**config.mk**
```make
export PLATFORM = sky130hd
export DESIGN_NAME = system_reset_cause_logic
export DESIGN_NICKNAME = d
export VERILOG_FILES = /design/src/verilog/reset_pkg.sv /design/src/verilog/system_reset_cause_logic.sv
export SDC_FILE = /design/constraint.sdc
export NUM_CORES = 1
export LEC_CHECK = 0
export BUFFER_PORTS_ARGS = -buffer_cell sky130_fd_sc_hd__clkbuf_2
export CORE_MARGIN = 4
export CORE_UTILIZATION = 63
export CTS_BUF_LIST = sky130_fd_sc_hd__clkbuf_8
export DETAILED_ROUTE_END_ITERATION = 12
export PLACE_DENSITY = 0.88
export SLEW_MARGIN = 15
export SYNTH_ARGS = -nofsm -noshare
export SYNTH_HDL_FRONTEND = slang
export SYNTH_SLANG_ARGS = --single-unit
export TNS_END_PERCENT = 1
```
**constraint.sdc**
```tcl
create_clock -name core_clk -period 9.4 [get_ports core_clk]
set_input_delay 0.94 -clock core_clk [delete_from_list [all_inputs] [get_ports core_clk]]
set_output_delay 0.94 -clock core_clk [all_outputs]
set_load 0.01 [all_outputs]
```
**src/verilog/reset_pkg.sv**
```systemverilog
package reset_pkg;

    // ==================================================================
    // Timing
    localparam int unsigned CLK_PERIOD_NS = 100;
    // Longest extensions round down, least pulse width rounds up
    localparam int unsigned POR_EXT_NS = 30000;
    localparam int unsigned POR_EXT_CYC = POR_EXT_NS / CLK_PERIOD_NS;
    localparam int unsigned BOR_EXT_NS = 100000;
    localparam int unsigned BOR_EXT_CYC = BOR_EXT_NS / CLK_PERIOD_NS;
    localparam int unsigned PIN_MIN_NS = 2000;
    localparam int unsigned PIN_MIN_CYC = (PIN_MIN_NS + CLK_PERIOD_NS - 1) / CLK_PERIOD_NS;
    localparam int unsigned MS_NS = 1000000;
    localparam int unsigned MS_CYC = MS_NS / CLK_PERIOD_NS;
    localparam int unsigned CNT_W = 32;

    // ==================================================================
    // Register map (word index on the plain port)
    localparam int unsigned ADDR_W = 4;
    localparam int unsigned DATA_W = 16;
    localparam logic [3:0] OFS_CAUSE = 4'h0;
    localparam logic [3:0] OFS_IRQ_STATUS = 4'h1;
    localparam logic [3:0] OFS_IRQ_CLEAR = 4'h2;
    localparam logic [3:0] OFS_IRQ_ENABLE = 4'h3;
    localparam logic [3:0] OFS_POWER_CONFIG = 4'h4;

    // ==================================================================
    // Cause flag positions
    localparam int unsigned BIT_POR = 0;
    localparam int unsigned BIT_BOR = 1;
    localparam int unsigned BIT_IDLE = 2;
    localparam int unsigned BIT_SLEEP = 3;
    localparam int unsigned BIT_WDT = 4;
    localparam int unsigned BIT_INSTR = 6;
    localparam int unsigned BIT_PIN = 7;
    localparam int unsigned BIT_MISMATCH = 9;
    localparam int unsigned BIT_ILLEGAL = 14;
    localparam int unsigned BIT_TRAP = 15;
    localparam logic [15:0] FLAG_MASK = 16'hc2df;
    localparam logic [15:0] CAUSE_RESET = 16'h0003;
    localparam logic [15:0] POR_KEEP = 16'h4000;
    localparam logic [15:0] BOR_KEEP = 16'h4081;

    // ==================================================================
    // Power-up delay select and decode constants
    localparam int unsigned PDS_W = 3;
    localparam logic [2:0] PDS_RESET = 3'h3;
    localparam logic [7:0] ILLEGAL_UPPER = 8'h3f;
    localparam logic [3:0] HARD_TRAP_LO = 4'hd;
    localparam logic [3:0] HARD_TRAP_HI = 4'hf;
    localparam logic [3:0] W_STACK = 4'hf;
    localparam logic [23:0] RESTRICT_LO_DEF = 24'h000200;
    localparam logic [23:0] RESTRICT_HI_DEF = 24'h0003ff;

    typedef enum logic [2:0] {
        PW_POR_LOW,
        PW_POR_EXT,
        PW_BOR_LOW,
        PW_BOR_EXT,
        PW_RUN
    } power_state_t;

    // Eight settings from 0 ms up to 128 ms
    function automatic logic [7:0] powerup_ms(input logic [2:0] sel);
        logic [7:0] ms;
        ms = 8'h00;
        unique case (sel)
            3'h0: ms = 8'h00;
            3'h1: ms = 8'h02;
            3'h2: ms = 8'h04;
            3'h3: ms = 8'h08;
            3'h4: ms = 8'h10;
            3'h5: ms = 8'h20;
            3'h6: ms = 8'h40;
            3'h7: ms = 8'h80;
        endcase
        return ms;
    endfunction : powerup_ms

endpackage : reset_pkg

```
**src/verilog/system_reset_cause_logic.sv**
```systemverilog
// Contract
// - Hold reset through power-on then brown-out extension and delay, flag bit0
// - Brown-out holds reset until extension, flag bit1
// - Three-bit select picks power-up delay 0-128 ms
// - Each rise above brown-out restarts full delay
// - Filtered low pin resets, flag bit7
// - Reset instruction resets one cycle, flag bit6
// - Watchdog timeout resets, keeps clock, flag bit4
// - Watchdog timeout in sleep/idle only wakes
// - Lower hard trap during trap: conflict reset, bit15
// - Pin-select shadow mismatch resets, flag bit9
// - Illegal conditions share flag bit14
// - Upper byte 3Fh is illegal opcode reset
// - Reset clears W0-W14; uninitialised pointer resets
// - Reload into restricted segment is security reset
// - Watchdog flag cleared by save, clear, POR, BOR
// - Software sets/clears flags; POR/BOR clear selectively
// - Cold reset reselects fuse clock; warm keeps current
module system_reset_cause_logic #(
    parameter int unsigned MS_CYCLES = reset_pkg::MS_CYC,
    parameter logic [23:0] RESTRICT_LO = reset_pkg::RESTRICT_LO_DEF,
    parameter logic [23:0] RESTRICT_HI = reset_pkg::RESTRICT_HI_DEF
) (
    // Clock and reset
    input wire logic core_clk,
    input wire logic rstn,
    // Supply supervisors and reset pin (asynchronous)
    input wire logic supply_above_poweron_threshold,
    input wire logic supply_above_brownout_threshold,
    input wire logic external_reset_pin_n,
    // CPU core events
    input wire logic reset_instr,
    input wire logic power_save_sleep_instr,
    input wire logic power_save_idle_instr,
    input wire logic watchdog_clear_instr,
    input wire logic cpu_sleeping,
    input wire logic cpu_idling,
    input wire logic watchdog_timeout,
    input wire logic trap_request,
    input wire logic [3:0] trap_request_priority,
    input wire logic trap_active,
    input wire logic [3:0] trap_active_priority,
    input wire logic [15:0] pin_select_live,
    input wire logic [15:0] pin_select_shadow,
    input wire logic instr_execute,
    input wire logic [7:0] instr_upper_byte,
    input wire logic w_write,
    input wire logic [3:0] w_write_index,
    input wire logic w_pointer_use,
    input wire logic [3:0] w_pointer_index,
    input wire logic branch_reload,
    input wire logic vector_reload,
    input wire logic [23:0] reload_target,
    // Register port
    input wire logic [3:0] addr,
    input wire logic [15:0] wdata,
    input wire logic wr_stb,
    input wire logic rd_stb,
    output logic [15:0] rdata,
    // Reset and status outputs
    output logic system_reset_n,
    output logic cold_reset,
    output logic working_regs_clear,
    output logic wake_request,
    output logic irq
);

    // ==================================================================
    // Input synchronisers
    logic [2:0] sync1_reg;
    logic [2:0] sync2_reg;
    logic por_ok;
    logic bor_ok;
    logic pin_n;

    always_ff @(posedge core_clk or negedge rstn) begin
        if (!rstn) begin
            sync1_reg <= 3'h0;
            sync2_reg <= 3'h0;
        end else begin
            sync1_reg <= {external_reset_pin_n, supply_above_brownout_threshold, supply_above_poweron_threshold};
            sync2_reg <= sync1_reg;
        end
    end

    assign por_ok = sync2_reg[0];
    assign bor_ok = sync2_reg[1];
    assign pin_n = sync2_reg[2];

    // ==================================================================
    // Power sequencing
    reset_pkg::power_state_t state_reg;
    logic [31:0] cnt_reg;
    logic [2:0] powerup_delay_select_reg;
    logic [31:0] bor_target;
    logic por_event;
    logic bor_event;
    logic power_hold;

    // Brown-out extension plus the selected power-up delay
    assign bor_target = 32'(reset_pkg::BOR_EXT_CYC)
        + 32'(MS_CYCLES) * 32'(reset_pkg::powerup_ms(powerup_delay_select_reg));
    assign por_event = !por_ok && (state_reg != reset_pkg::PW_POR_LOW);
    assign bor_event = por_ok && !bor_ok
        && (state_reg == reset_pkg::PW_BOR_EXT || state_reg == reset_pkg::PW_RUN);
    assign power_hold = (state_reg != reset_pkg::PW_RUN);

    always_ff @(posedge core_clk or negedge rstn) begin
        if (!rstn) begin
            state_reg <= reset_pkg::PW_POR_LOW;
            cnt_reg <= 32'h0;
        end else if (!por_ok) begin
            state_reg <= reset_pkg::PW_POR_LOW;
            cnt_reg <= 32'h0;
        end else begin
            unique case (state_reg)
                reset_pkg::PW_POR_LOW: begin
                    state_reg <= reset_pkg::PW_POR_EXT;
                    cnt_reg <= 32'h0;
                end
                reset_pkg::PW_POR_EXT: begin
                    if (cnt_reg + 32'h1 >= 32'(reset_pkg::POR_EXT_CYC)) begin
                        state_reg <= bor_ok ? reset_pkg::PW_BOR_EXT : reset_pkg::PW_BOR_LOW;
                        cnt_reg <= 32'h0;
                    end else begin
                        cnt_reg <= cnt_reg + 32'h1;
                    end
                end
                reset_pkg::PW_BOR_LOW: begin
                    if (bor_ok) begin
                        state_reg <= reset_pkg::PW_BOR_EXT;
                    end
                    cnt_reg <= 32'h0;
                end
                reset_pkg::PW_BOR_EXT: begin
                    if (!bor_ok) begin
                        state_reg <= reset_pkg::PW_BOR_LOW;
                        cnt_reg <= 32'h0;
                    end else if (cnt_reg + 32'h1 >= bor_target) begin
                        state_reg <= reset_pkg::PW_RUN;
                        cnt_reg <= 32'h0;
                    end else begin
                        cnt_reg <= cnt_reg + 32'h1;
                    end
                end
                reset_pkg::PW_RUN: begin
                    if (!bor_ok) begin
                        state_reg <= reset_pkg::PW_BOR_LOW;
                    end
                    cnt_reg <= 32'h0;
                end
            endcase
        end
    end

    // ==================================================================
    // External pin filter
    logic [15:0] pin_cnt_reg;
    logic pin_reset_reg;
    logic pin_trip;

    // Short low glitches never reach the counter's end
    assign pin_trip = !pin_n && !pin_reset_reg && (pin_cnt_reg + 16'h1 >= 16'(reset_pkg::PIN_MIN_CYC));

    always_ff @(posedge core_clk or negedge rstn) begin
        if (!rstn) begin
            pin_cnt_reg <= 16'h0;
            pin_reset_reg <= 1'b0;
        end else if (pin_n) begin
            pin_cnt_reg <= 16'h0;
            pin_reset_reg <= 1'b0;
        end else if (pin_trip) begin
            pin_reset_reg <= 1'b1;
        end else if (!pin_reset_reg) begin
            pin_cnt_reg <= pin_cnt_reg + 16'h1;
        end
    end

    // ==================================================================
    // Warm reset sources
    logic [14:0] w_init_reg;
    logic wdt_reset;
    logic trap_conflict;
    logic mismatch;
    logic illegal_opcode;
    logic uninit_pointer;
    logic security;
    logic illegal_any;
    logic warm_event;
    logic event_reset_reg;
    logic sys_assert;

    // A timeout while asleep or idle only wakes the core
    assign wdt_reset = watchdog_timeout && !(cpu_sleeping || cpu_idling);
    assign trap_conflict = trap_request && trap_active
        && trap_request_priority >= reset_pkg::HARD_TRAP_LO
        && trap_request_priority <= reset_pkg::HARD_TRAP_HI
        && trap_request_priority < trap_active_priority;
    assign mismatch = (pin_select_live != pin_select_shadow);
    assign illegal_opcode = instr_execute && (instr_upper_byte == reset_pkg::ILLEGAL_UPPER);
    assign uninit_pointer = w_pointer_use && (w_pointer_index != reset_pkg::W_STACK)
        && !w_init_reg[w_pointer_index[3:0] == reset_pkg::W_STACK ? 4'h0 : w_pointer_index];
    assign security = (branch_reload || vector_reload)
        && reload_target >= RESTRICT_LO && reload_target <= RESTRICT_HI;
    assign illegal_any = illegal_opcode || uninit_pointer || security;
    assign warm_event = reset_instr || wdt_reset || trap_conflict || mismatch || illegal_any;
    assign sys_assert = power_hold || pin_reset_reg || event_reset_reg;

    always_ff @(posedge core_clk or negedge rstn) begin
        if (!rstn) begin
            event_reset_reg <= 1'b0;
        end else begin
            // Held one cycle so an instruction reset releases at the next cycle
            event_reset_reg <= warm_event;
        end
    end

    // Working registers count as uninitialised during any reset
    always_ff @(posedge core_clk or negedge rstn) begin
        if (!rstn) begin
            w_init_reg <= 15'h0;
        end else if (sys_assert) begin
            w_init_reg <= 15'h0;
        end else if (w_write && w_write_index != reset_pkg::W_STACK) begin
            w_init_reg[w_write_index] <= 1'b1;
        end
    end

    // ==================================================================
    // Cause flags
    logic [15:0] cause_reg;
    logic [15:0] cause_next;
    logic [15:0] set_vec;
    logic cause_wr;

    assign cause_wr = wr_stb && (addr == reset_pkg::OFS_CAUSE);

    always_comb begin
        set_vec = 16'h0;
        set_vec[reset_pkg::BIT_PIN] = pin_trip;
        set_vec[reset_pkg::BIT_INSTR] = reset_instr;
        set_vec[reset_pkg::BIT_WDT] = wdt_reset;
        set_vec[reset_pkg::BIT_TRAP] = trap_conflict;
        set_vec[reset_pkg::BIT_MISMATCH] = mismatch;
        set_vec[reset_pkg::BIT_ILLEGAL] = illegal_any;
        set_vec[reset_pkg::BIT_SLEEP] = power_save_sleep_instr;
        set_vec[reset_pkg::BIT_IDLE] = power_save_idle_instr;
        set_vec[reset_pkg::BIT_BOR] = por_event || bor_event;
        set_vec[reset_pkg::BIT_POR] = por_event;
    end

    always_comb begin
        cause_next = cause_reg;
        if (cause_wr) begin
            cause_next = wdata & reset_pkg::FLAG_MASK;
        end
        if (power_save_sleep_instr || power_save_idle_instr || watchdog_clear_instr) begin
            cause_next[reset_pkg::BIT_WDT] = 1'b0;
        end
        if (por_event) begin
            cause_next = cause_next & reset_pkg::POR_KEEP;
        end else if (bor_event) begin
            cause_next = cause_next & reset_pkg::BOR_KEEP;
        end
        // Hardware sets win over any clear in the same cycle
        cause_next = cause_next | set_vec;
    end

    always_ff @(posedge core_clk or negedge rstn) begin
        if (!rstn) begin
            cause_reg <= reset_pkg::CAUSE_RESET;
        end else begin
            cause_reg <= cause_next;
        end
    end

    always_ff @(posedge core_clk or negedge rstn) begin
        if (!rstn) begin
            powerup_delay_select_reg <= reset_pkg::PDS_RESET;
        end else if (wr_stb && addr == reset_pkg::OFS_POWER_CONFIG) begin
            powerup_delay_select_reg <= wdata[reset_pkg::PDS_W-1:0];
        end
    end

    // ==================================================================
    // Interrupt status, clear and enable
    logic [15:0] irq_status_reg;
    logic [15:0] irq_enable_reg;
    logic [15:0] irq_clear;

    assign irq_clear = (wr_stb && addr == reset_pkg::OFS_IRQ_CLEAR) ? wdata : 16'h0;

    always_ff @(posedge core_clk or negedge rstn) begin
        if (!rstn) begin
            irq_status_reg <= 16'h0;
            irq_enable_reg <= 16'h0;
            irq <= 1'b0;
        end else begin
            irq_status_reg <= (irq_status_reg & ~irq_clear) | set_vec;
            if (wr_stb && addr == reset_pkg::OFS_IRQ_ENABLE) begin
                irq_enable_reg <= wdata & reset_pkg::FLAG_MASK;
            end
            irq <= |(irq_status_reg & irq_enable_reg);
        end
    end

    // ==================================================================
    // Read port
    always_ff @(posedge core_clk or negedge rstn) begin
        if (!rstn) begin
            rdata <= 16'h0;
        end else if (rd_stb) begin
            unique case (addr)
                reset_pkg::OFS_CAUSE: rdata <= cause_reg;
                reset_pkg::OFS_IRQ_STATUS: rdata <= irq_status_reg;
                reset_pkg::OFS_IRQ_ENABLE: rdata <= irq_enable_reg;
                reset_pkg::OFS_POWER_CONFIG: rdata <= {13'h0, powerup_delay_select_reg};
                default: rdata <= 16'h0;
            endcase
        end else begin
            rdata <= 16'h0;
        end
    end

    // ==================================================================
    // Reset outputs
    // Synchronous here: the watchdog request is registered, costing one cycle
    always_ff @(posedge core_clk or negedge rstn) begin
        if (!rstn) begin
            system_reset_n <= 1'b0;
            cold_reset <= 1'b1;
            working_regs_clear <= 1'b1;
            wake_request <= 1'b0;
        end else begin
            system_reset_n <= !sys_assert;
            cold_reset <= power_hold;
            working_regs_clear <= sys_assert;
            wake_request <= watchdog_timeout && (cpu_sleeping || cpu_idling);
        end
    end

endmodule : system_reset_cause_logic

```
== Word-level counts from Yosys, hierarchy flattened ==
Memory sizes are Yosys's and may differ from the RTL's.
Index checks and enable logic that the tools add are counted.
Widths: inputs -> output; s select.
Cells by class
  $add $sub $neg: 3
  eq/ne operators: 20
  magnitude comparators: 11
  bitwise logic cells: 6
  $mul: 1
  reductions and logical operators: 52
  mux-type cells: 32
Operators by type and width (number)
  $mux 16: 8
  $mux 32: 4
  $pmux 32 s3: 1
  $pmux 16 s4: 1
  $add 32x1->32 const B: 1
  $and 16x16->16: 2
  $ge 32x23->1: 1
  $ge 32x9->1 const B: 1
  $or 16x16->16: 2
  $mux 15: 2
  $ge 24x10->1 const B: 1
  $le 24x10->1 const B: 1
  $add 10x22->23 const A: 1
  $logic_and 1x1->1: 22
  $mul 10x8->18 const A: 1
  $mux 3: 6
  $add 16x1->16 const B: 1
  $ge 16x5->1 const B: 1
  $ne 16x16->1: 1
  $not 16->16: 1
  $reduce_or 16->1: 1
  $or 15x15->15: 1
  $pmux 3 s5: 1
  $logic_or 1x1->1: 14
  29 further kinds: 49
Word-level totals
  bits in read-only memories: 56
  input port bits: 121
  word-level logic and storage cells: 144
  memories kept: 1
  register bits after elaboration: 140
Memories
  (name not given): words 8, bits a word 7, read ports 1, clocked after Yosys merged registers in 0, write ports 0, line reset_pkg.sv:67  | unique case (sel)

== Depth between registers and ports, before layout ==
Gate-level depths: netlist of the first run.
  word-level depth: 9
  gate-level depth with buffers: 26

== Worst setup path before layout of the first run ==
OpenSTA, ideal clock, no wires.
  path kind: register to register
  start: reg powerup_delay_select_reg[2]
  end: reg cnt_reg[4]
  arrival time: 5.818 ns
  setup slack: 3.495 ns
  clock period less this slack: 5.905 ns
  cell stages (with the launch flop): 26
  buffers on the path: 2
  cell sequence: dfrtp_1 clkbuf_1 clkinv_1 nand3_1 o21ai_0 ha_1 fa_1 ha_1 ha_1 a21oi_1 o21ai_0 a31o_2 a21oi_1 xnor2_1 nor4b_1 nand3_1 xnor2_1 ha_1 a21o_1 a21o_1 a2111oi_0 a2bb2oi_1 and3b_1 o22ai_4 buf_6 a211oi_2
On the way
  word-level cells in the longest chain between the ends: 8
RTL lines
  from (decl): line system_reset_cause_logic.sv:94  | logic [2:0] powerup_delay_select_reg;
  from (signal assigned): line system_reset_cause_logic.sv:279  | powerup_delay_select_reg <= reset_pkg::PDS_RESET;
  from (signal assigned): line system_reset_cause_logic.sv:281  | powerup_delay_select_reg <= wdata[reset_pkg::PDS_W-1:0];
  $mem_v2 8x7
  $mul 10x8->18: line system_reset_cause_logic.sv:102  | + 32'(MS_CYCLES) * 32'(reset_pkg::powerup_ms(powerup_delay_select_reg));
  $add 10x22->23: line system_reset_cause_logic.sv:102
  $ge 32x23->1: line system_reset_cause_logic.sv:139  | end else if (cnt_reg + 32'h1 >= bor_target) begin
  $mux 32: line system_reset_cause_logic.sv:139
  $mux 32: line system_reset_cause_logic.sv:136  | if (!bor_ok) begin
  $pmux 32 s3: line system_reset_cause_logic.sv:116  | unique case (state_reg)
  $mux 32: line system_reset_cause_logic.sv:112  | end else if (!por_ok) begin
  to (signal assigned): line system_reset_cause_logic.sv:126  | cnt_reg <= cnt_reg + 32'h1;
  to (signal assigned): line system_reset_cause_logic.sv:143  | cnt_reg <= cnt_reg + 32'h1;
  to (decl): line system_reset_cause_logic.sv:93  | logic [31:0] cnt_reg;
Every way passes these cells.
A chain may end at the register's enable or synchronous reset.

== Final worst setup path of the first run ==
Same ends and word-level chain as after synthesis.

==> results of run 1 <==
==> through the flow <==
stage	util	cells
after global placement	0.717	1123
final	0.752	1155
after detailed placement	0.717	1123
after floorplan	-	845
after CTS	0.752	1155
after global routing	0.752	1155
==> placed cells by master, fill, tap and decap left out, types with 18 or more instances in the layout <==
cell / n
nor2b_1: 23
ha_1: 63
nand2_1: 55
a21oi_1: 35
and2_1: 22
nor2_1: 74
clkbuf_8: 18
dfrtp_1: 128
nand4_1: 26
xor2_1: 21
nand3_1: 34
inv_1: 28
clkbuf_2: 131
xnor2_1: 39
mux2_2: 24
==> layer usage <==
metal  up-vias  global-route usage  part of all wire
li1       3298                   -                 -
met1      3395               0.358              0.42
met2       277               0.416              0.49
met3        46              0.0594             0.064
met4         0              0.0938             0.024
met5         -                   0                 0
==> final cells by class <==
type	instances	share of cell area
Sequential cell	134	0.351
Tap cell	172	0.0225
Inverter	28	0.0110
Multi-Input combinational cell	653	0.496
Timing Repair Buffer	136	0.0729
Clock inverter	14	0.0207
Clock buffer	18	0.0259
==> worst max-delay path, cell delays in order, from the launching register on <==
cell,delay [ns]
dfrtp_1,0.58
clkinv_1,0.33
nand3_1,0.26
o21ai_0,0.17
ha_1,0.33
fa_1,0.48
ha_1,0.32
ha_1,0.28
a21oi_1,0.05
o21ai_0,0.34
a31o_2,0.22
a21oi_1,0.07
xnor2_1,0.30
nor4b_1,0.55
nand3_1,0.17
xnor2_1,0.21
ha_1,0.28
a21o_1,0.16
a21o_1,0.19
a2111oi_0,0.53
a2bb2oi_1,0.17
and3b_1,0.34
o22ai_4,0.22
a211oi_2,0.24
==> power groups by stage <==
stage,Combinational (mW),Sequential [mW],Clock [mW]
4_1_cts,0.375,0.652,0.545
3_3_place_gp,0.356,0.660,0
5_1_grt,0.428,0.658,0.570
6_report,0.375,0.653,0.540
2_1_floorplan,0.281,0.640,0
3_5_place_dp,0.371,0.662,0
==> logic make-up (layout without fill, tap and decap cells) <==
| group | count (synthesis) | in the layout | share of synthesized area |
|---|---|---|---|
| AOI/OAI and AO/OA | 153 | 153 | 0.131 |
| xor gates and xnor gates | 60 | 60 | 0.0635 |
| adders and majority gates | 66 | 66 | 0.102 |
| buffers and inverters | 58 | 196 | 0.0284 |
| DFF | 134 | 134 | 0.406 |
| muxes | 42 | 42 | 0.0574 |
| other | 1 | 12 | 0.000453 |
| and+or+nand+nor | 320 | 320 | 0.211 |
==> path summary, 6_finish.rpt <==
kind / endpoint / slack [ns] / depth (start not counted)
min in group asynchronous: rdata[3]$_DFF_PN0_ / 0.50 / 1
hold reg to reg: sync2_reg[0]$_DFF_PN0_ / 0.35 / 0
max in group asynchronous: cnt_reg[2]$_DFF_PN0_ / 7.74 / 2
hold / removal: sync2_reg[0]$_DFF_PN0_ / 0.35 / 0
setup / recovery: cnt_reg[4]$_DFF_PN0_ / 2.51 / 23
setup reg to reg: cnt_reg[4]$_DFF_PN0_ / 2.51 / 23
==> flow_metrics.py, run 1 <==
metrics = {
    "die": {
        "rows": 41,
        "start_util": 0.651,
        "die-area_sq_um": 15000,
        "ios": 142,
        "die_y_um": 123,
        "core_sq_um": 12700,
        "fp.dieW_um": 123,
    },
    "power_and_ir_drop": {
        "p_per_area_nw_per_um2": 164,
        "ir_drop_mv": 0.125,
        "clockPowerShare": 0.344,
        "power.switching_mw": 0.493,
        "p_leak_nw": 4.68,
        "power_mw": 1.57,
        "comb_power_share": 0.239,
        "p_seq_frac": 0.416,
        "sw_frac_of_total": 0.314,
        "p_int_mw": 1.08,
    },
    "placement": {
        "dp_hpwl_um": 13900,
        "postPlaceCellArea_sq_um": 9120,
        "post-place-ws_ns": 2.82,
        "gp_congestion": 0.853,
        "io_buffers": 132,
    },
    "clock_tree": {
        "cts_resized": 0,
        "cts_tree": "yes",
        "cts_root_buf": "clkbuf_8",
        "post_cts_buffers": 0,
        "cts_num_sinks": 134,
        "clk_pin_slew_ns": 0.08,
        "clock_path_buffers": 2,
        "numCtsBuffers": 17,
        "h-tree-depth": 4,
        "hold_buffers": 0,
        "worstSkewPairLatency_ns": 0.45,
    },
    "worst_setup_path": {
        "cp.required_ns": 9.77,
        "cp_max_fo": 22,
        "r2r_start": "powerup_delay_select_reg[2]$_DFFE_PN0P_",
        "crit_type": "reg2reg",
        "cp-start-kind": "flip-flop",
        "critPathArrivalTime_ns": 7.26,
        "critPathLaunch": "powerup_delay_select_reg[2]$_DFFE_PN0P_",
        "crit_path_end_kind": "flip-flop",
    },
    "synth": {
        "synth_common_cells": "dfrtp_1 (128), nor2_1 (74), ha_1 (63), nand2_1 (55), xnor2_1 (39)",
        "ys_ff_latch": 134,
        "synth.most_common_cell": "dfrtp_1",
        "yosysTopAreaCellShare": 0.387,
        "synthTopCellsByArea": "dfrtp_1 (39%), ha_1 (9.5%), xnor2_1 (4.1%)",
        "yosys.area.top_type": "dfrtp_1",
        "synth.avg_cell_area_sq_um": 9.93,
        "seq_area_frac_synth": 0.406,
        "yosysWarnings": 0,
        "netlist_instances": 834,
        "syn_area_sq_um": 8280,
        "synth-async-reset-ratio": 1.00,
        "synth_ff_type": "dfrtp_1",
        "synth.distinct_cells": 71,
        "synth-edff-count": 0,
    },
    "timing": {
        "slew-limit-headroom": 0.307,
        "fin_ws_ns": 2.51,
        "fin_setup_tns_ns": 0,
        "drv_slew": 0,
        "rsz0062_at_grt": "false",
        "worst_hold_slack_ns": 0.353,
        "hold_viol_final": 0,
        "finalCritPeriodShare": 0.733,
        "setup_viol": 0,
        "fin_worst_skew_ns": 0.0124,
        "fmax_mhz": 145,
        "tightest_slew_ns": 1.04,
        "fin_crit_ns": 6.89,
    },
    "routing": {
        "avgRoutedWirePerCell_um": 16.5,
        "drt-pass1-iter-count": 5,
        "wl_um": 19100,
        "route.antenna.remaining_nets": 0,
        "drc": 0,
        "dr_total_vias": 7016,
        "vias_per_cell": 6.07,
        "drt_iter0_markers": 493,
    },
    "finish": {
        "n_fill_cell": 881,
        "drive_gt1_frac": 0.219,
        "multi_input_area_sq_um": 4740,
        "nets": 1157,
        "final_cell_area_sq_um": 9560,
        "seq_area_sq_um": 3360,
        "area_delta_synth_final_pct": 15.5,
        "diodes": 0,
        "largest_reg_flops": 32,
    },
    "global_routing": {
        "antenna_found_initial": 0,
        "grt_pass1_wl_um": 31600,
        "grt_max_degree": 86,
        "grt_usage": 0.263,
        "grt_overflow_total": 0,
        "grt_pass1_vias": 6755,
    },
    "run": {
        "maxCapViolations": 0,
    },
    "min_path": {
        "holdCritStartpoint": "sync1_reg[0]$_DFF_PN0_",
        "hold_path.class": "reg2reg",
    },
    "run_status": {
        "status": "finished clean",
    },
}
Note: power is estimated with default switching activity, not from simulation.
==> inputs of run 2 (changes only) <==
--- a/config.mk
+++ b/config.mk
@@ -7,10 +7,10 @@
 export LEC_CHECK = 0
 export BUFFER_PORTS_ARGS = -buffer_cell sky130_fd_sc_hd__clkbuf_2
 export CORE_MARGIN = 4
-export CORE_UTILIZATION = 63
+export CORE_UTILIZATION = 59
 export CTS_BUF_LIST = sky130_fd_sc_hd__clkbuf_8
 export DETAILED_ROUTE_END_ITERATION = 12
-export PLACE_DENSITY = 0.88
+export PLACE_DENSITY = 0.83
 export SLEW_MARGIN = 15
 export SYNTH_ARGS = -nofsm -noshare
 export SYNTH_HDL_FRONTEND = slang
==> constraint.sdc (replaced) <==
create_clock -name core_clk -period 6.49 [get_ports core_clk]
set_input_delay 0.649 -clock core_clk [delete_from_list [all_inputs] [get_ports core_clk]]
set_output_delay 0.649 -clock core_clk [all_outputs]
set_load 0.01 [all_outputs]
==> flow_metrics.py, run 2 (synthesized netlist as in run 1, its figures left out) <==
metrics = {
    "timing": {
        "fin_ws_ns": 0.391,
        "tightest_slew_ns": 0.931,
        "fin_setup_tns_ns": 0,
        "rsz0062_at_grt": "true",
        "fin_crit_ns": 6.10,
        "setup_viol": 0,
        "finalCritPeriodShare": 0.940,
        "slew-limit-headroom": 0.378,
        "fmax_mhz": 164,
        "drv_slew": 0,
        "fin_worst_skew_ns": 0.00746,
        "hold_viol_final": 0,
    },
    "worst_setup_path": {
        "critPathTopFamily": "compound AO/OA/AOI/OAI gates",
        "worstPathCellList": "nor2b_2 -> nand2_1 -> inv_1 -> ha_1 -> fa_1 -> ha_1 -> ha_1 -> a21oi_1 -> o21ai_0 -> a31o_2 -> a21oi_1 -> xnor2_1 -> nor4b_4 -> nand2_1 -> or3_1 -> ha_1 -> nand3_1 -> a21oi_1 -> a2bb2oi_1 -> and3b_2 -> o22ai_2 -> nor2_1",
        "cp.depth": 22,
        "critPathBufInv": 1,
        "slowest_delay_ns": 0.63,
        "critPathSlowestCell": "dfstp_2",
        "cp-start-kind": "flip-flop",
        "worstRegToRegCells": 22,
        "cp.required_ns": 6.80,
        "path_common_cell": "ha_1",
        "cp_max_fo": 11,
        "crit_type": "reg2reg",
        "crit_path_end_kind": "flip-flop",
        "critPathArrivalTime_ns": 6.41,
    },
    "die": {
        "fp.dieW_um": 126,
        "start_util": 0.599,
        "ios": 142,
        "rows": 43,
        "die_y_um": 126,
        "core_sq_um": 13800,
        "die-area_sq_um": 16000,
    },
    "clock_tree": {
        "hold_buffers": 0,
        "clk_pin_slew_ns": 0.08,
        "h-tree-depth": 4,
        "cts_root_buf": "clkbuf_8",
        "cts_tree": "yes",
        "worstSkewPairLatency_ns": 0.46,
        "numCtsBuffers": 17,
        "clock_path_buffers": 2,
        "cts_num_sinks": 134,
    },
    "placement": {
        "gp_congestion": 0.851,
        "io_buffers": 132,
        "post-place-ws_ns": 0.147,
        "dp_hpwl_um": 13900,
    },
    "routing": {
        "vias_per_cell": 5.83,
        "avgRoutedWirePerCell_um": 16.1,
        "drt_iter0_markers": 502,
        "route.antenna.remaining_nets": 0,
        "drt-pass1-iter-count": 5,
        "drc": 0,
        "dr_total_vias": 6807,
        "wl_um": 18800,
    },
    "finish": {
        "largest_reg_flops": 32,
        "mostFrequentLayoutCell": "clkbuf_2",
        "diodes": 0,
        "nets": 1162,
        "n_fill_cell": 1044,
        "area_delta_synth_final_pct": 16.2,
        "layout_common_cells": "clkbuf_2 (131), dfrtp_1 (128), nor2_1 (74), ha_1 (63), nand2_1 (55)",
        "drive_gt1_frac": 0.228,
    },
    "power_and_ir_drop": {
        "p_per_area_nw_per_um2": 232,
        "p_leak_nw": 4.69,
        "ir_drop_mv": 0.164,
    },
    "global_routing": {
        "grt_pass1_wl_um": 31300,
        "antenna_found_initial": 0,
        "grt_max_degree": 75,
        "grt_overflow_total": 0,
        "grt_usage": 0.238,
        "grt_pass1_vias": 6677,
    },
    "run_status": {
        "status": "finished clean",
    },
    "min_path": {
        "hold_path.class": "in2async",
    },
    "run": {
        "maxCapViolations": 0,
    },
}
==> run 2: power breakdown <==
part	leakage (nW)	switching [mW]	internal, mW	total (mW)
Clock	0.207	0.336	0.392	0.728
Sequential	1.71	0.0567	0.885	0.941
Combinational	2.77	0.315	0.247	0.562
==> run 2: layout make-up <==
type,count,area [sq um],area share
Multi-Input combinational cell,654,4780,0.497
Sequential cell,134,3360,0.349
Timing Repair Buffer,140,727,0.0756
Clock buffer,18,248,0.0258
Tap cell,180,225,0.0234
Clock inverter,14,174,0.0181
Inverter,28,109,0.0113
==> run 2: through the flow <==
stage	total power [mW]	cell area, sq um	utilization	hold WS, ns	cells
2_1_floorplan	1.33	8320	-	0.331	845
3_3_place_gp	1.48	9140	0.661	0.332	1133
3_5_place_dp	1.50	9140	0.661	0.338	1133
4_1_cts	2.23	9560	0.692	0.148	1165
5_1_grt	2.37	9620	0.696	0.178	1168
6_report	2.23	9620	0.696	0.144	1168
==> run 2: what timing repair did <==
item / CTS / global route
endpoints found under the hold margin: 0 / 0
gates resized for setup: 0 / 7
setup endpoints to repair: 0 / 26
buffers inserted: 0 / 2
==> run 2: metal layers <==
layer | track usage | share of wire | vias up
met1 | 0.324 | 0.44 | 3250
met5 | 0 | 0 | -
met4 | 0.0751 | 0.020 | 0
met2 | 0.385 | 0.49 | 208
met3 | 0.0493 | 0.055 | 38
li1 | - | - | 3311
==> run 2: path summary, 6_finish.rpt <==
path,startpoint,endpoint,slack [ns]
max,powerup_delay_select_reg[1]$_DFFE_PN1P_,cnt_reg[2]$_DFF_PN0_,0.39
min,rstn,system_reset_n$_DFF_PN0_,0.14
max reg2reg,powerup_delay_select_reg[1]$_DFFE_PN1P_,cnt_reg[2]$_DFF_PN0_,0.39
min reg2reg,sync1_reg[0]$_DFF_PN0_,sync2_reg[0]$_DFF_PN0_,0.35
max in group asynchronous,rstn,cause_reg[14]$_DFF_PN0_,5.06
min in group core_clk,supply_above_brownout_threshold,sync1_reg[1]$_DFF_PN0_,0.30
==> inputs of run 3 (changes only) <==
--- a/config.mk
+++ b/config.mk
@@ -5,6 +5,7 @@
 export SDC_FILE = /design/constraint.sdc
 export NUM_CORES = 1
 export LEC_CHECK = 0
+export ABC_AREA = 1
 export BUFFER_PORTS_ARGS = -buffer_cell sky130_fd_sc_hd__clkbuf_2
 export CORE_MARGIN = 4
 export CORE_UTILIZATION = 59
==> flow_metrics.py, run 3 <==
metrics = {
    "run_status": {
        "status": "finished clean",
    },
    "timing": {
        "drv_slew": 0,
        "fin_setup_tns_ns": 0,
        "fin_worst_skew_ns": 0.0119,
        "fin_crit_ns": 5.83,
        "fmax_mhz": 172,
        "hold_viol_final": 0,
        "finalCritPeriodShare": 0.898,
        "slew-limit-headroom": 0.253,
        "rsz0062_at_grt": "false",
        "tightest_slew_ns": 1.11,
        "setup_viol": 0,
    },
    "run": {
        "maxCapViolations": 0,
    },
    "placement": {
        "gp_congestion": 0.949,
        "io_buffers": 132,
        "dp_hpwl_um": 16400,
        "dp.cells": 1504,
        "postPlaceCellArea_sq_um": 9680,
    },
    "routing": {
        "route.antenna.remaining_nets": 0,
        "vias_per_cell": 5.34,
        "wl_um": 21200,
        "drt_iter0_markers": 601,
        "avgRoutedWirePerCell_um": 13.7,
        "drc": 0,
        "dr_total_vias": 8225,
        "drt-pass1-iter-count": 6,
    },
    "global_routing": {
        "antenna_found_initial": 3,
        "grt_overflow_total": 0,
        "grt_usage": 0.260,
        "grt_pass1_vias": 7936,
        "grt_max_degree": 72,
        "grt_pass1_wl_um": 35500,
    },
    "die": {
        "die-area_sq_um": 16900,
        "die_y_um": 130,
        "rows": 44,
        "ios": 142,
        "fp.dieW_um": 130,
        "start_util": 0.605,
        "core_sq_um": 14500,
    },
    "synth": {
        "netlist_instances": 1186,
        "synth.avg_cell_area_sq_um": 7.41,
        "yosysTopAreaCellShare": 0.365,
        "ys_ff_latch": 134,
        "synth-async-reset-ratio": 1.00,
        "synthTopCellsByArea": "dfrtp_1 (36%), nand2_1 (13%), ha_1 (9.0%)",
        "yosys.area.top_type": "dfrtp_1",
        "seq_area_frac_synth": 0.383,
        "synth_ff_type": "dfrtp_1",
        "syn_area_sq_um": 8790,
        "synth_common_cells": "nand2_1 (294), inv_1 (178), nor2_1 (148), dfrtp_1 (128), nand3_1 (74)",
        "synth.distinct_cells": 51,
        "synth.most_common_cell": "nand2_1",
        "yosysWarnings": 0,
        "synth-edff-count": 0,
    },
    "worst_setup_path": {
        "crit_type": "reg2reg",
        "critPathArrivalTime_ns": 6.19,
        "critPathTopFamily": "simple AND/OR/NAND/NOR gates",
        "crit_path_end_kind": "flip-flop",
        "slowest_delay_ns": 0.66,
        "critPathSlowestCell": "dfstp_2",
        "critPathBufInv": 3,
        "cp_max_fo": 22,
        "cp-start-kind": "flip-flop",
        "cp.required_ns": 6.86,
        "path_common_cell": "nand2_1",
    },
    "finish": {
        "multi_input_area_sq_um": 4720,
        "mostFrequentLayoutCell": "nand2_1",
        "nets": 1526,
        "area_delta_synth_final_pct": 15.3,
        "final_cell_area_sq_um": 10100,
        "largest_reg_flops": 32,
        "drive_gt1_frac": 0.156,
        "layout_common_cells": "nand2_1 (294), inv_1 (180), nor2_1 (148), clkbuf_2 (131), dfrtp_1 (128)",
        "seq_area_sq_um": 3360,
        "n_fill_cell": 1241,
        "layout.cells.non_filler": 1539,
    },
    "power_and_ir_drop": {
        "p_leak_nw": 5.35,
        "p_per_area_nw_per_um2": 217,
        "ir_drop_mv": 0.165,
    },
    "clock_tree": {
        "h-tree-depth": 4,
        "clock_path_buffers": 2,
        "cts_num_sinks": 134,
        "numCtsBuffers": 17,
        "worstSkewPairLatency_ns": 0.45,
        "post_cts_buffers": 0,
        "cts_root_buf": "clkbuf_8",
        "cts_resized": 0,
        "cts_tree": "yes",
        "clk_pin_slew_ns": 0.07,
        "hold_buffers": 0,
    },
    "min_path": {
        "hold_path.class": "in2async",
    },
}
==> run 3: cell count changes after synthesis, sizes merged, moves of 24 or more <==
cell,delta
nand3,+40
nand2,+247
o21ai,+40
nor2,+101
mux2,-24
inv,+153
==> run 3: kinds of logic (layout without fill, tap and decap cells) <==
logic type	after synthesis	count (layout)	synth area share
DFF	134	134	0.383
buffers and inverters	193	348	0.0847
AOI/OAI and AO/OA	140	140	0.0933
and+or+nand+nor	613	613	0.304
adders and majority gates	66	66	0.0966
other	1	15	0.000427
xor gates and xnor gates	39	39	0.0389
==> run 3: where the power goes <==
part           total (mW)  switching (mW)  internal (mW)
clock               0.772           0.333          0.439
combinational       0.496           0.304          0.192
sequential          0.931          0.0425          0.888
==> run 3: final timing paths <==
check | from | to | cells past startpoint | slack (ns)
max in group asynchronous | rstn | rdata[8]$_DFF_PN0_ | 2 | 5.03
hold reg to reg | sync1_reg[1]$_DFF_PN0_ | sync2_reg[1]$_DFF_PN0_ | 0 | 0.36
setup / recovery | powerup_delay_select_reg[1]$_DFFE_PN1P_ | cnt_reg[0]$_DFF_PN0_ | 29 | 0.66
setup reg to reg | powerup_delay_select_reg[1]$_DFFE_PN1P_ | cnt_reg[0]$_DFF_PN0_ | 29 | 0.66
min in group core_clk | external_reset_pin_n | sync1_reg[2]$_DFF_PN0_ | 1 | 0.32
hold / removal | rstn | cnt_reg[3]$_DFF_PN0_ | 1 | 0.16
==> run 3: area by class of cell <==
type | instances | share of cell area
multi-input combinational | 870 | 0.466
sequential | 134 | 0.332
inverter | 182 | 0.0675
timing repair buffer | 134 | 0.0673
clock buffer | 19 | 0.0258
tap | 184 | 0.0227
clock inverter | 13 | 0.0177
antenna | 3 | 0.000741
==> run 3: per-stage QoR <==
step | power [mW] | setup WS, ns | util | hold WS [ns]
finish | 2.20 | 0.665 | 0.697 | 0.157
global route | 2.33 | 0.163 | 0.697 | 0.196
CTS | 2.21 | 0.676 | 0.696 | 0.179
detailed placement | 1.44 | 0.719 | 0.666 | 0.338
global placement | 1.41 | 0.907 | 0.666 | 0.337
floorplan | 1.28 | 1.61 | - | 0.331
==> run 3: routing by layer <==
| metal | part of all wire | GRT usage | wire length, um | vias up |
|---|---|---|---|---|
| li1 | - | - | - | 4108 |
| met4 | 0.023 | 0.0978 | 486 | 0 |
| met3 | 0.054 | 0.0528 | 1140 | 41 |
| met1 | 0.43 | 0.331 | 9180 | 3803 |
| met2 | 0.49 | 0.438 | 10400 | 273 |
| met5 | 0 | 0 | 0 | - |
